[src/hdl/brownout_cfg.svh]
/*
 * Register map, field positions, reset values and unlock key bytes
 * for the brown-out response control block.
 * Assumes a 32-bit AXI4-Lite register bus with byte addressing.
 */
`ifndef BROWNOUT_CFG_SVH
`define BROWNOUT_CFG_SVH

// byte addresses
`define BO_ADDR_W 12
`define BO_OFS_CONTROL 12'h018
`define BO_OFS_INT_MASK 12'h020
`define BO_OFS_UNLOCK 12'h100

// control register fields
`define BO_BIT_ENABLE 0
`define BO_BIT_THR_LO 1
`define BO_BIT_THR_HI 2
`define BO_BIT_RST_SEL 3
`define BO_BIT_EVENT 4
`define BO_BIT_STATUS 6

// user configuration word fields
`define BO_CFG_RST_SEL 20
`define BO_CFG_THR_LO 21
`define BO_CFG_THR_HI 22
`define BO_CFG_ENABLE 23

// reset values
`define BO_MASK_RESET 1'b0

// unlock key sequence
`define BO_KEY_0 8'h59
`define BO_KEY_1 8'h16
`define BO_KEY_2 8'h88

// bus responses
`define BO_RESP_OKAY 2'h0
`define BO_RESP_SLVERR 2'h2

`endif

[src/hdl/brownout_pkg.sv]
/*
 * Types shared by the brown-out response control block.
 * Assumes nothing of its surroundings.
 */
package brownout_pkg;

    // unlock sequence progress, one-hot
    typedef enum logic [3:0] {
        UNLK_IDLE = 4'h1,
        UNLK_KEY1 = 4'h2,
        UNLK_KEY2 = 4'h4,
        UNLK_OPEN = 4'h8
    } unlock_state_type;

    // threshold codes driven to the analog comparator
    typedef enum logic [1:0] {
        THR_2V2 = 2'h0,
        THR_2V7 = 2'h1,
        THR_3V7 = 2'h2,
        THR_4V4 = 2'h3
    } threshold_type;

endpackage

[src/hdl/brownout_response_control.sv]
/*
 * Brown-out response control: AXI4-Lite register slave, protected
 * control fields loaded from the user configuration word, event flag,
 * interrupt latch and chip reset request.
 * Assumes the comparator output and configuration word are synchronous
 * to aclk and the configuration word is valid when reset releases.
 */
`timescale 1ns/1ps
`default_nettype none
`include "brownout_cfg.svh"

module brownout_response_control (
    // clock and reset
    input wire logic aclk,
    input wire logic aresetn,
    // axi4-lite write address
    input wire logic s_axi_awvalid,
    output logic s_axi_awready,
    input wire logic [`BO_ADDR_W-1:0] s_axi_awaddr,
    // axi4-lite write data
    input wire logic s_axi_wvalid,
    output logic s_axi_wready,
    input wire logic [31:0] s_axi_wdata,
    input wire logic [3:0] s_axi_wstrb,
    // axi4-lite write response
    output logic s_axi_bvalid,
    input wire logic s_axi_bready,
    output logic [1:0] s_axi_bresp,
    // axi4-lite read address
    input wire logic s_axi_arvalid,
    output logic s_axi_arready,
    input wire logic [`BO_ADDR_W-1:0] s_axi_araddr,
    // axi4-lite read data
    output logic s_axi_rvalid,
    input wire logic s_axi_rready,
    output logic [31:0] s_axi_rdata,
    output logic [1:0] s_axi_rresp,
    // analog comparator and configuration
    input wire logic comparator_out,
    input wire logic [31:0] user_config_word,
    output logic detector_enable,
    output logic [1:0] brownout_threshold_sel,
    // system outputs
    output logic brownout_irq,
    output logic chip_reset_req,
    output logic irq
);

    ////////////////////////////////////////////////////////////////////
    // write channel state
    logic aw_held_ff;
    logic nxt_aw_held;
    logic [`BO_ADDR_W-1:0] aw_addr_ff;
    logic [`BO_ADDR_W-1:0] nxt_aw_addr;
    logic w_held_ff;
    logic nxt_w_held;
    logic [31:0] w_data_ff;
    logic [31:0] nxt_w_data;
    logic w_lane0_ff;
    logic nxt_w_lane0;
    logic bvalid_ff;
    logic nxt_bvalid;
    logic [1:0] bresp_ff;
    logic [1:0] nxt_bresp;
    logic wr_do;
    logic awready_ff, nxt_awready;
    logic wready_ff, nxt_wready;

    // read channel state
    logic rvalid_ff;
    logic nxt_rvalid;
    logic [31:0] rdata_ff;
    logic [31:0] nxt_rdata;
    logic [1:0] rresp_ff;
    logic [1:0] nxt_rresp;
    logic rd_do;
    logic arready_ff, nxt_arready;

    // brown-out state
    logic load_cfg_ff;
    logic enable_ff;
    logic nxt_enable;
    logic [1:0] thr_ff;
    logic [1:0] nxt_thr;
    logic rst_sel_ff;
    logic nxt_rst_sel;
    logic event_ff;
    logic nxt_event;
    logic comp_prev_ff;
    logic nxt_comp_prev;
    logic alarm_ff;
    logic nxt_alarm;
    logic reset_req_ff;
    logic nxt_reset_req;
    logic mask_ff;
    logic nxt_mask;
    logic irq_ff;
    logic nxt_irq;

    // register write decode
    logic unlocked;
    logic wr_ctrl;
    logic wr_mask;
    logic wr_unlock;
    logic comp_seen;

    ////////////////////////////////////////////////////////////////////
    // write path: address and data taken in either order, then one
    // response; the slave holds both until the response is accepted
    assign wr_do = aw_held_ff && w_held_ff && !bvalid_ff;
    assign wr_ctrl = wr_do && w_lane0_ff
                     && (aw_addr_ff == `BO_OFS_CONTROL);
    assign wr_mask = wr_do && w_lane0_ff
                     && (aw_addr_ff == `BO_OFS_INT_MASK);
    assign wr_unlock = wr_do && w_lane0_ff
                       && (aw_addr_ff == `BO_OFS_UNLOCK);

    always_comb begin
        nxt_aw_held = aw_held_ff;
        nxt_aw_addr = aw_addr_ff;
        nxt_w_held = w_held_ff;
        nxt_w_data = w_data_ff;
        nxt_w_lane0 = w_lane0_ff;
        nxt_bvalid = bvalid_ff;
        nxt_bresp = bresp_ff;
        if (s_axi_awvalid && !aw_held_ff) begin
            nxt_aw_held = 1'b1;
            nxt_aw_addr = s_axi_awaddr;
        end
        if (s_axi_wvalid && !w_held_ff) begin
            nxt_w_held = 1'b1;
            nxt_w_data = s_axi_wdata;
            nxt_w_lane0 = s_axi_wstrb[0];
        end
        if (wr_do) begin
            nxt_bvalid = 1'b1;
            case (aw_addr_ff)
                `BO_OFS_CONTROL,
                `BO_OFS_INT_MASK,
                `BO_OFS_UNLOCK: nxt_bresp = `BO_RESP_OKAY;
                default: nxt_bresp = `BO_RESP_SLVERR;
            endcase
        end
        if (bvalid_ff && s_axi_bready) begin
            nxt_bvalid = 1'b0;
            nxt_aw_held = 1'b0;
            nxt_w_held = 1'b0;
        end
        nxt_awready = !nxt_aw_held;
        nxt_wready = !nxt_w_held;
    end

    always_ff @(posedge aclk) begin
        if (!aresetn) begin
            aw_held_ff <= 1'b0;
            aw_addr_ff <= '0;
            w_held_ff <= 1'b0;
            w_data_ff <= 32'h0;
            w_lane0_ff <= 1'b0;
            bvalid_ff <= 1'b0;
            bresp_ff <= `BO_RESP_OKAY;
            awready_ff <= 1'b1;
            wready_ff <= 1'b1;
        end else begin
            aw_held_ff <= nxt_aw_held;
            aw_addr_ff <= nxt_aw_addr;
            w_held_ff <= nxt_w_held;
            w_data_ff <= nxt_w_data;
            w_lane0_ff <= nxt_w_lane0;
            bvalid_ff <= nxt_bvalid;
            bresp_ff <= nxt_bresp;
            awready_ff <= nxt_awready;
            wready_ff <= nxt_wready;
        end
    end

    ////////////////////////////////////////////////////////////////////
    // read path: one read under way, answered the cycle after arvalid
    assign rd_do = s_axi_arvalid && !rvalid_ff;

    always_comb begin
        nxt_rvalid = rvalid_ff;
        nxt_rdata = rdata_ff;
        nxt_rresp = rresp_ff;
        if (rd_do) begin
            nxt_rvalid = 1'b1;
            nxt_rdata = 32'h0;
            nxt_rresp = `BO_RESP_OKAY;
            case (s_axi_araddr)
                `BO_OFS_CONTROL: begin
                    nxt_rdata[`BO_BIT_ENABLE] = enable_ff;
                    nxt_rdata[`BO_BIT_THR_HI:`BO_BIT_THR_LO] = thr_ff;
                    nxt_rdata[`BO_BIT_RST_SEL] = rst_sel_ff;
                    nxt_rdata[`BO_BIT_EVENT] = event_ff;
                    // live comparator, forced low when off
                    nxt_rdata[`BO_BIT_STATUS] = comparator_out && enable_ff;
                end
                `BO_OFS_INT_MASK: begin
                    nxt_rdata[`BO_BIT_EVENT] = mask_ff;
                end
                `BO_OFS_UNLOCK: begin
                    nxt_rdata[0] = unlocked;
                end
                default: begin
                    nxt_rresp = `BO_RESP_SLVERR;
                end
            endcase
        end else if (rvalid_ff && s_axi_rready) begin
            nxt_rvalid = 1'b0;
        end
        nxt_arready = !nxt_rvalid;
    end

    always_ff @(posedge aclk) begin
        if (!aresetn) begin
            rvalid_ff <= 1'b0;
            rdata_ff <= 32'h0;
            rresp_ff <= `BO_RESP_OKAY;
            arready_ff <= 1'b1;
        end else begin
            rvalid_ff <= nxt_rvalid;
            rdata_ff <= nxt_rdata;
            rresp_ff <= nxt_rresp;
            arready_ff <= nxt_arready;
        end
    end

    ////////////////////////////////////////////////////////////////////
    // unlock sequencer on the low byte of the unlock register
    write_unlock u_unlock (
        .aclk(aclk),
        .aresetn(aresetn),
        .wr_pulse(wr_unlock),
        .wr_byte(w_data_ff[7:0]),
        .unlocked_ff(unlocked)
    );

    ////////////////////////////////////////////////////////////////////
    // control fields: loaded from the configuration word in the first
    // cycle after reset, since a synchronous reset must load constants
    assign comp_seen = comparator_out && enable_ff;

    always_comb begin
        nxt_enable = enable_ff;
        nxt_thr = thr_ff;
        nxt_rst_sel = rst_sel_ff;
        nxt_mask = mask_ff;
        if (load_cfg_ff) begin
            nxt_enable = user_config_word[`BO_CFG_ENABLE];
            nxt_rst_sel = user_config_word[`BO_CFG_RST_SEL];
            nxt_thr = user_config_word[`BO_CFG_THR_HI:`BO_CFG_THR_LO];
        end else if (wr_ctrl && unlocked) begin
            // protected fields change only while unlocked
            nxt_enable = w_data_ff[`BO_BIT_ENABLE];
            nxt_thr = w_data_ff[`BO_BIT_THR_HI:`BO_BIT_THR_LO];
            nxt_rst_sel = w_data_ff[`BO_BIT_RST_SEL];
        end
        if (wr_mask) begin
            nxt_mask = w_data_ff[`BO_BIT_EVENT];
        end
    end

    always_ff @(posedge aclk) begin
        if (!aresetn) begin
            load_cfg_ff <= 1'b1;
            enable_ff <= 1'b0;
            thr_ff <= brownout_pkg::THR_2V2;
            rst_sel_ff <= 1'b0;
            mask_ff <= `BO_MASK_RESET;
        end else begin
            load_cfg_ff <= 1'b0;
            enable_ff <= nxt_enable;
            thr_ff <= nxt_thr;
            rst_sel_ff <= nxt_rst_sel;
            mask_ff <= nxt_mask;
        end
    end

    ////////////////////////////////////////////////////////////////////
    // event flag, interrupt latch, reset request and masked interrupt
    always_comb begin
        nxt_comp_prev = comp_seen;
        nxt_event = event_ff;
        // clear on a one, keep on a zero; locked writes still reach
        // this bit since it is unprotected
        if (wr_ctrl && w_data_ff[`BO_BIT_EVENT]) begin
            nxt_event = 1'b0;
        end
        // a crossing in either direction sets; set beats clear
        if (enable_ff && (comparator_out != comp_prev_ff)) begin
            nxt_event = 1'b1;
        end
        nxt_alarm = alarm_ff;
        if (!enable_ff) begin
            nxt_alarm = 1'b0; // held until enable drops
        end else if (!rst_sel_ff && comparator_out) begin
            nxt_alarm = 1'b1;
        end
        // reset request follows the comparator while armed
        nxt_reset_req = enable_ff && rst_sel_ff && comparator_out;
        // delivery can also be blocked upstream
        nxt_irq = nxt_event && mask_ff;
    end

    always_ff @(posedge aclk) begin
        if (!aresetn) begin
            comp_prev_ff <= 1'b0;
            event_ff <= 1'b0;
            alarm_ff <= 1'b0;
            reset_req_ff <= 1'b0;
            irq_ff <= 1'b0;
        end else begin
            comp_prev_ff <= nxt_comp_prev;
            event_ff <= nxt_event;
            alarm_ff <= nxt_alarm;
            reset_req_ff <= nxt_reset_req;
            irq_ff <= nxt_irq;
        end
    end

    ////////////////////////////////////////////////////////////////////
    // outputs, all straight from flip-flops
    assign s_axi_awready = awready_ff;
    assign s_axi_wready = wready_ff;
    assign s_axi_bvalid = bvalid_ff;
    assign s_axi_bresp = bresp_ff;
    assign s_axi_arready = arready_ff;
    assign s_axi_rvalid = rvalid_ff;
    assign s_axi_rdata = rdata_ff;
    assign s_axi_rresp = rresp_ff;
    assign detector_enable = enable_ff;
    assign brownout_threshold_sel = thr_ff; // code 3 is 4.4 V
    assign brownout_irq = alarm_ff;
    assign chip_reset_req = reset_req_ff;
    assign irq = irq_ff;

endmodule

`default_nettype wire

[src/hdl/write_unlock.sv]
/*
 * Unlock sequencer for the protected brown-out fields.
 * Assumes one-cycle write pulses carrying the low byte written to the
 * unlock register; runs on the system clock.
 */
`timescale 1ns/1ps
`default_nettype none
`include "brownout_cfg.svh"

module write_unlock (
    // clock and reset
    input wire logic aclk,
    input wire logic aresetn,
    // write from the register slave
    input wire logic wr_pulse,
    input wire logic [7:0] wr_byte,
    // protection state
    output logic unlocked_ff
);

    brownout_pkg::unlock_state_type state_ff;
    brownout_pkg::unlock_state_type nxt_state;
    logic nxt_unlocked;

    ////////////////////////////////////////////////////////////////////
    // key matching; a wrong byte restarts, any write when open relocks
    always_comb begin
        nxt_state = state_ff;
        if (wr_pulse) begin
            case (state_ff)
                brownout_pkg::UNLK_IDLE: begin
                    if (wr_byte == `BO_KEY_0) begin
                        nxt_state = brownout_pkg::UNLK_KEY1;
                    end
                end
                brownout_pkg::UNLK_KEY1: begin
                    if (wr_byte == `BO_KEY_1) begin
                        nxt_state = brownout_pkg::UNLK_KEY2;
                    end else begin
                        nxt_state = brownout_pkg::UNLK_IDLE;
                    end
                end
                brownout_pkg::UNLK_KEY2: begin
                    if (wr_byte == `BO_KEY_2) begin
                        nxt_state = brownout_pkg::UNLK_OPEN;
                    end else begin
                        nxt_state = brownout_pkg::UNLK_IDLE;
                    end
                end
                brownout_pkg::UNLK_OPEN: begin
                    nxt_state = brownout_pkg::UNLK_IDLE;
                end
                default: begin
                    nxt_state = brownout_pkg::UNLK_IDLE;
                end
            endcase
        end
        nxt_unlocked = (nxt_state == brownout_pkg::UNLK_OPEN);
    end

    always_ff @(posedge aclk) begin
        if (!aresetn) begin
            state_ff <= brownout_pkg::UNLK_IDLE;
            unlocked_ff <= 1'b0;
        end else begin
            state_ff <= nxt_state;
            unlocked_ff <= nxt_unlocked;
        end
    end

endmodule

`default_nettype wire

[config.mk]
export PLATFORM = sky130hd
export DESIGN_NAME = brownout_response_control
export DESIGN_NICKNAME = d
export VERILOG_FILES = /design/src/hdl/brownout_pkg.sv /design/src/hdl/brownout_response_control.sv /design/src/hdl/write_unlock.sv
export VERILOG_INCLUDE_DIRS = /design/src /design/src/hdl
export SDC_FILE = /design/constraint.sdc
export NUM_CORES = 1
export LEC_CHECK = 0
export ABC_AREA = 0
export BUFFER_PORTS_ARGS = -buffer_cell sky130_fd_sc_hd__buf_2
export CAP_MARGIN = 20
export CORE_MARGIN = 2
export CORE_UTILIZATION = 43
export CTS_CLUSTER_SIZE = 8
export DETAILED_ROUTE_END_ITERATION = 12
export PLACE_DENSITY_LB_ADDON = 0.08
export SLEW_MARGIN = 20
export SYNTH_ARGS = -nofsm -noshare
export SYNTH_HDL_FRONTEND = slang
export SYNTH_SLANG_ARGS = --single-unit
[constraint.sdc]
create_clock -name aclk -period 1.9 [get_ports aclk]
set_clock_uncertainty 0.15 [all_clocks]
set_input_delay 0.19 -clock aclk [delete_from_list [all_inputs] [get_ports aclk]]
set_output_delay 0.19 -clock aclk [all_outputs]
set_load 0.005 [all_outputs]
==> run summary <==
status - complete, no violations
synth unique cells - 45
Sw Ratio - 24.8%
Max Buffers Root-to-Sink - 2
hold endpoint - detector_enable$_SDFFE_PN0P_
Gate power share - 13.6%
area delta synth->final - 26.7%
Starting Density - 44.1%
hold_sp - user_config_word[23]
post-synth top area cell - dfxtp_1
# nets final - 468
Hold Crit Depth - 3
Synth Warn # - 0
FFs w/ async S/R, synth - 0%
synthesized cell area - 0.00241 mm2
post-route minimum period - 1.76 ns
Remaining DRCs - 0
final hold vios - 0
FP Rows - 27
Worst Path Arrival - 1.81 ns
Reg power frac - 56.5%
core area - 0.00547 mm2
antenna-violating nets left - 0
chip width - 78.9 um
unrepaired setup endpoints after global routing - yes
die height - 78.9 um
largest stage delay on the critical path - 0.35 ns
Worst EP required - 1.95 ns
Synth area leaders - dfxtp_1 43%, buf_4 9.0%, nand2_1 8.4%, a21oi_1 8.3%, nor4_4 2.6%
count leader, synth - nand2_1
Worst Path Max Fanout - 4
vias in the first global route - 1,984
synth cell count leaders - 54 x nand2_1, 52 x dfxtp_1, 40 x a21oi_1
Fmax - 0.568 GHz
RePlAce Congestion - 0.750
hold_ws - 0.0137 ns
DR WL/cell - 11.8 um
crit path kind - register to register
setup total negative slack - 0 ns
gr usage total - 17.8%
Num Clock Sinks - 52
relative slew slack - 63.2%
r2r worst-path depth - 5
flop2flop setup slack - 0.14 ns
vias per cell - 4.75
CTS tree - done
final setup vio count - 0
Cell Count, Final, Fillers Out - 441
DRT Pass-1 Iters - 4
Worst Hold Class - primary input to register
Port-buffer cells - 63
Mapped Cells - 279
# diodes - 0
Filler Cells Inserted - 540
FF-to-FF End - irq$_SDFF_PN0_
Tcrit/Tclk final - 92.6%
Int Pwr - 1.58 mW
average cell area after synthesis - 8.65 um2
H-tree depth - 2
Die Area - 0.00623 mm2
Worst-Margin Slew - 0.550 ns
worst skew pair latency - 0.30 ns
register area share after synthesis - 43.2%
grt total ovfl - 0
leak pwr - 1.33 nW
Starting DRT DRC Count - 43
final wirelength - 5.20 mm
Max-Cap Viols - 0
Clk pwr share - 30.0%
clock buffer count from CTS - 5
largest net degree at the start of global routing - 15
power per cell area - 690 mW/mm2
first-pass GRT wire length - 8.91 mm
Synth Register Bits - 52
CP max-delay cell - nor4_4
Cell Chain, Critical Path - nor4_4 -> and4b_2 -> nand2_1 -> a22o_1 -> and3_1
proportion of layout cells with a drive suffix above 1 - 25.2%
Most used DFF post-synth - dfxtp_1
I/O pin count - 147
routed via count - 2,095
switching power - 0.523 mW
reg-to-reg critical path startpoint - aw_addr_ff[10]$_SDFFE_PN0P_
initial antenna violation count - 0
Clock Pin Slew Worst Setup and Hold Paths - 0.09 ns
worst vdd ir - 0.472 mV
Setup crit start kind - register
Final Max Slew Viols - 0
HPWL after DPL - 3.78 mm
Root Buffer - clkbuf_8
Post-synth EDFFs - 0
Synth top area share - 43.2%
Worst Setup End Kind - register
placed insts - 409
==> registers in the layout, summed over array words and instances (netlist names), 2 cells and up <==
name	flops
aw_addr_ff	12
u_unlock.state_ff	4
brownout_threshold_sel	2
s_axi_rdata	6
w_data_ff	8
==> how the worst max path moves through the flow <==
stage / startpoint / endpoint / slack (ns) / depth (start not counted)
after floorplan: aw_addr_ff[6]$_SDFFE_PN0P_ / brownout_threshold_sel[0]$_SDFFE_PN0P_ / 0.27 / 6
after global placement: aw_addr_ff[6]$_SDFFE_PN0P_ / brownout_threshold_sel[1]$_SDFFE_PN0P_ / 0.09 / 5
after detailed placement: aw_addr_ff[6]$_SDFFE_PN0P_ / brownout_threshold_sel[1]$_SDFFE_PN0P_ / 0.05 / 5
after CTS: aw_addr_ff[6]$_SDFFE_PN0P_ / detector_enable$_SDFFE_PN0P_ / 0.04 / 5
after global routing: aw_addr_ff[8]$_SDFFE_PN0P_ / u_unlock.unlocked_ff$_SDFF_PN0_ / -0.02 / 5
final: aw_addr_ff[10]$_SDFFE_PN0P_ / irq$_SDFF_PN0_ / 0.14 / 5
==> cells in the final DEF (no fill, tap or decap), types with 2 or more instances in the layout <==
master and n:
mux2i_1 3, nor3_1 2, nand2_1 54, nor4b_2 2, clkbuf_1 2, nand2b_1 5
buf_4 7, nor4_4 3, and3_1 3, a211oi_1 2, dfxtp_1 51, nor4b_1 4
conb_1 28, a21oi_1 40, a31oi_1 2, xor2_1 2, buf_2 63, nand3_1 5
or3_1 2, nor2b_1 3, nor2_1 9, o21ai_0 8, and2_1 4, clkbuf_8 6
dlygate4sd3_1 23, inv_1 8, or4_4 2, nand4_1 2, xnor2_1 2
==> power groups by stage <==
stage                     logic (mW)  clock network [mW]  registers [mW]
after CTS                      0.287               0.660            1.19
after global placement         0.248                   0            1.21
final                          0.287               0.631            1.19
after detailed placement       0.250                   0            1.21
after floorplan                0.188                   0            1.21
after global routing           0.323               0.707            1.20
==> worst max-delay path, delay by kind of cell (launching register included) <==
kind	cells	cell delay (ns)
flops	1	0.34
simple gates	4	0.93
compound gates	1	0.23
==> what timing repair did <==
action                                 CTS  global route
endpoints found under the hold margin   24             0
hold buffers                            23             0
setup endpoints to repair                0             5
setup buffers                            0             1
gates resized for setup                  0             6
==> logic make-up after synthesis <==
logic type / count (synthesis) / share of synthesized area (%)
and+or+nand+nor: 113 / 28.4
buffers and inverters: 46 / 11.7
muxes: 4 / 1.66
other: 1 / 0.155
xor gates and xnor gates: 4 / 1.45
DFF: 52 / 43.2
AOI/OAI and AO/OA: 59 / 13.5
==> layout make-up <==
class                           count  area (um2)  share of cell area, %
Multi-Input combinational cell    208        1200                   39.4
Sequential cell                    52        1040                   34.1
Timing Repair Buffer               93         598                   19.6
Clock buffer                        8        90.1                   2.95
Tap cell                           72        90.1                   2.95
Inverter                            8        30.0                  0.983
==> layer usage <==
metal  vias up  track usage [%]  share of wire (%)
met2        54             30.3                 49
met5         -                0                  0
met1       954             22.7                 46
met4         0             4.66               0.83
li1       1082                -                  -
met3         5             4.32                4.7
==> per-stage QoR <==
step                      instance area, um2  total power [mW]  utilization [%]  setup slack (ns)
after floorplan                         2510              1.39                -             0.271
after global placement                  2710              1.46             49.6            0.0881
after detailed placement                2710              1.46             49.6            0.0538
after CTS                               3030              2.14             55.4            0.0391
after global routing                    3060              2.23             55.8           -0.0198
final                                   3060              2.11             55.8             0.140
No activity file was read; power rests on OpenSTA's default activity.
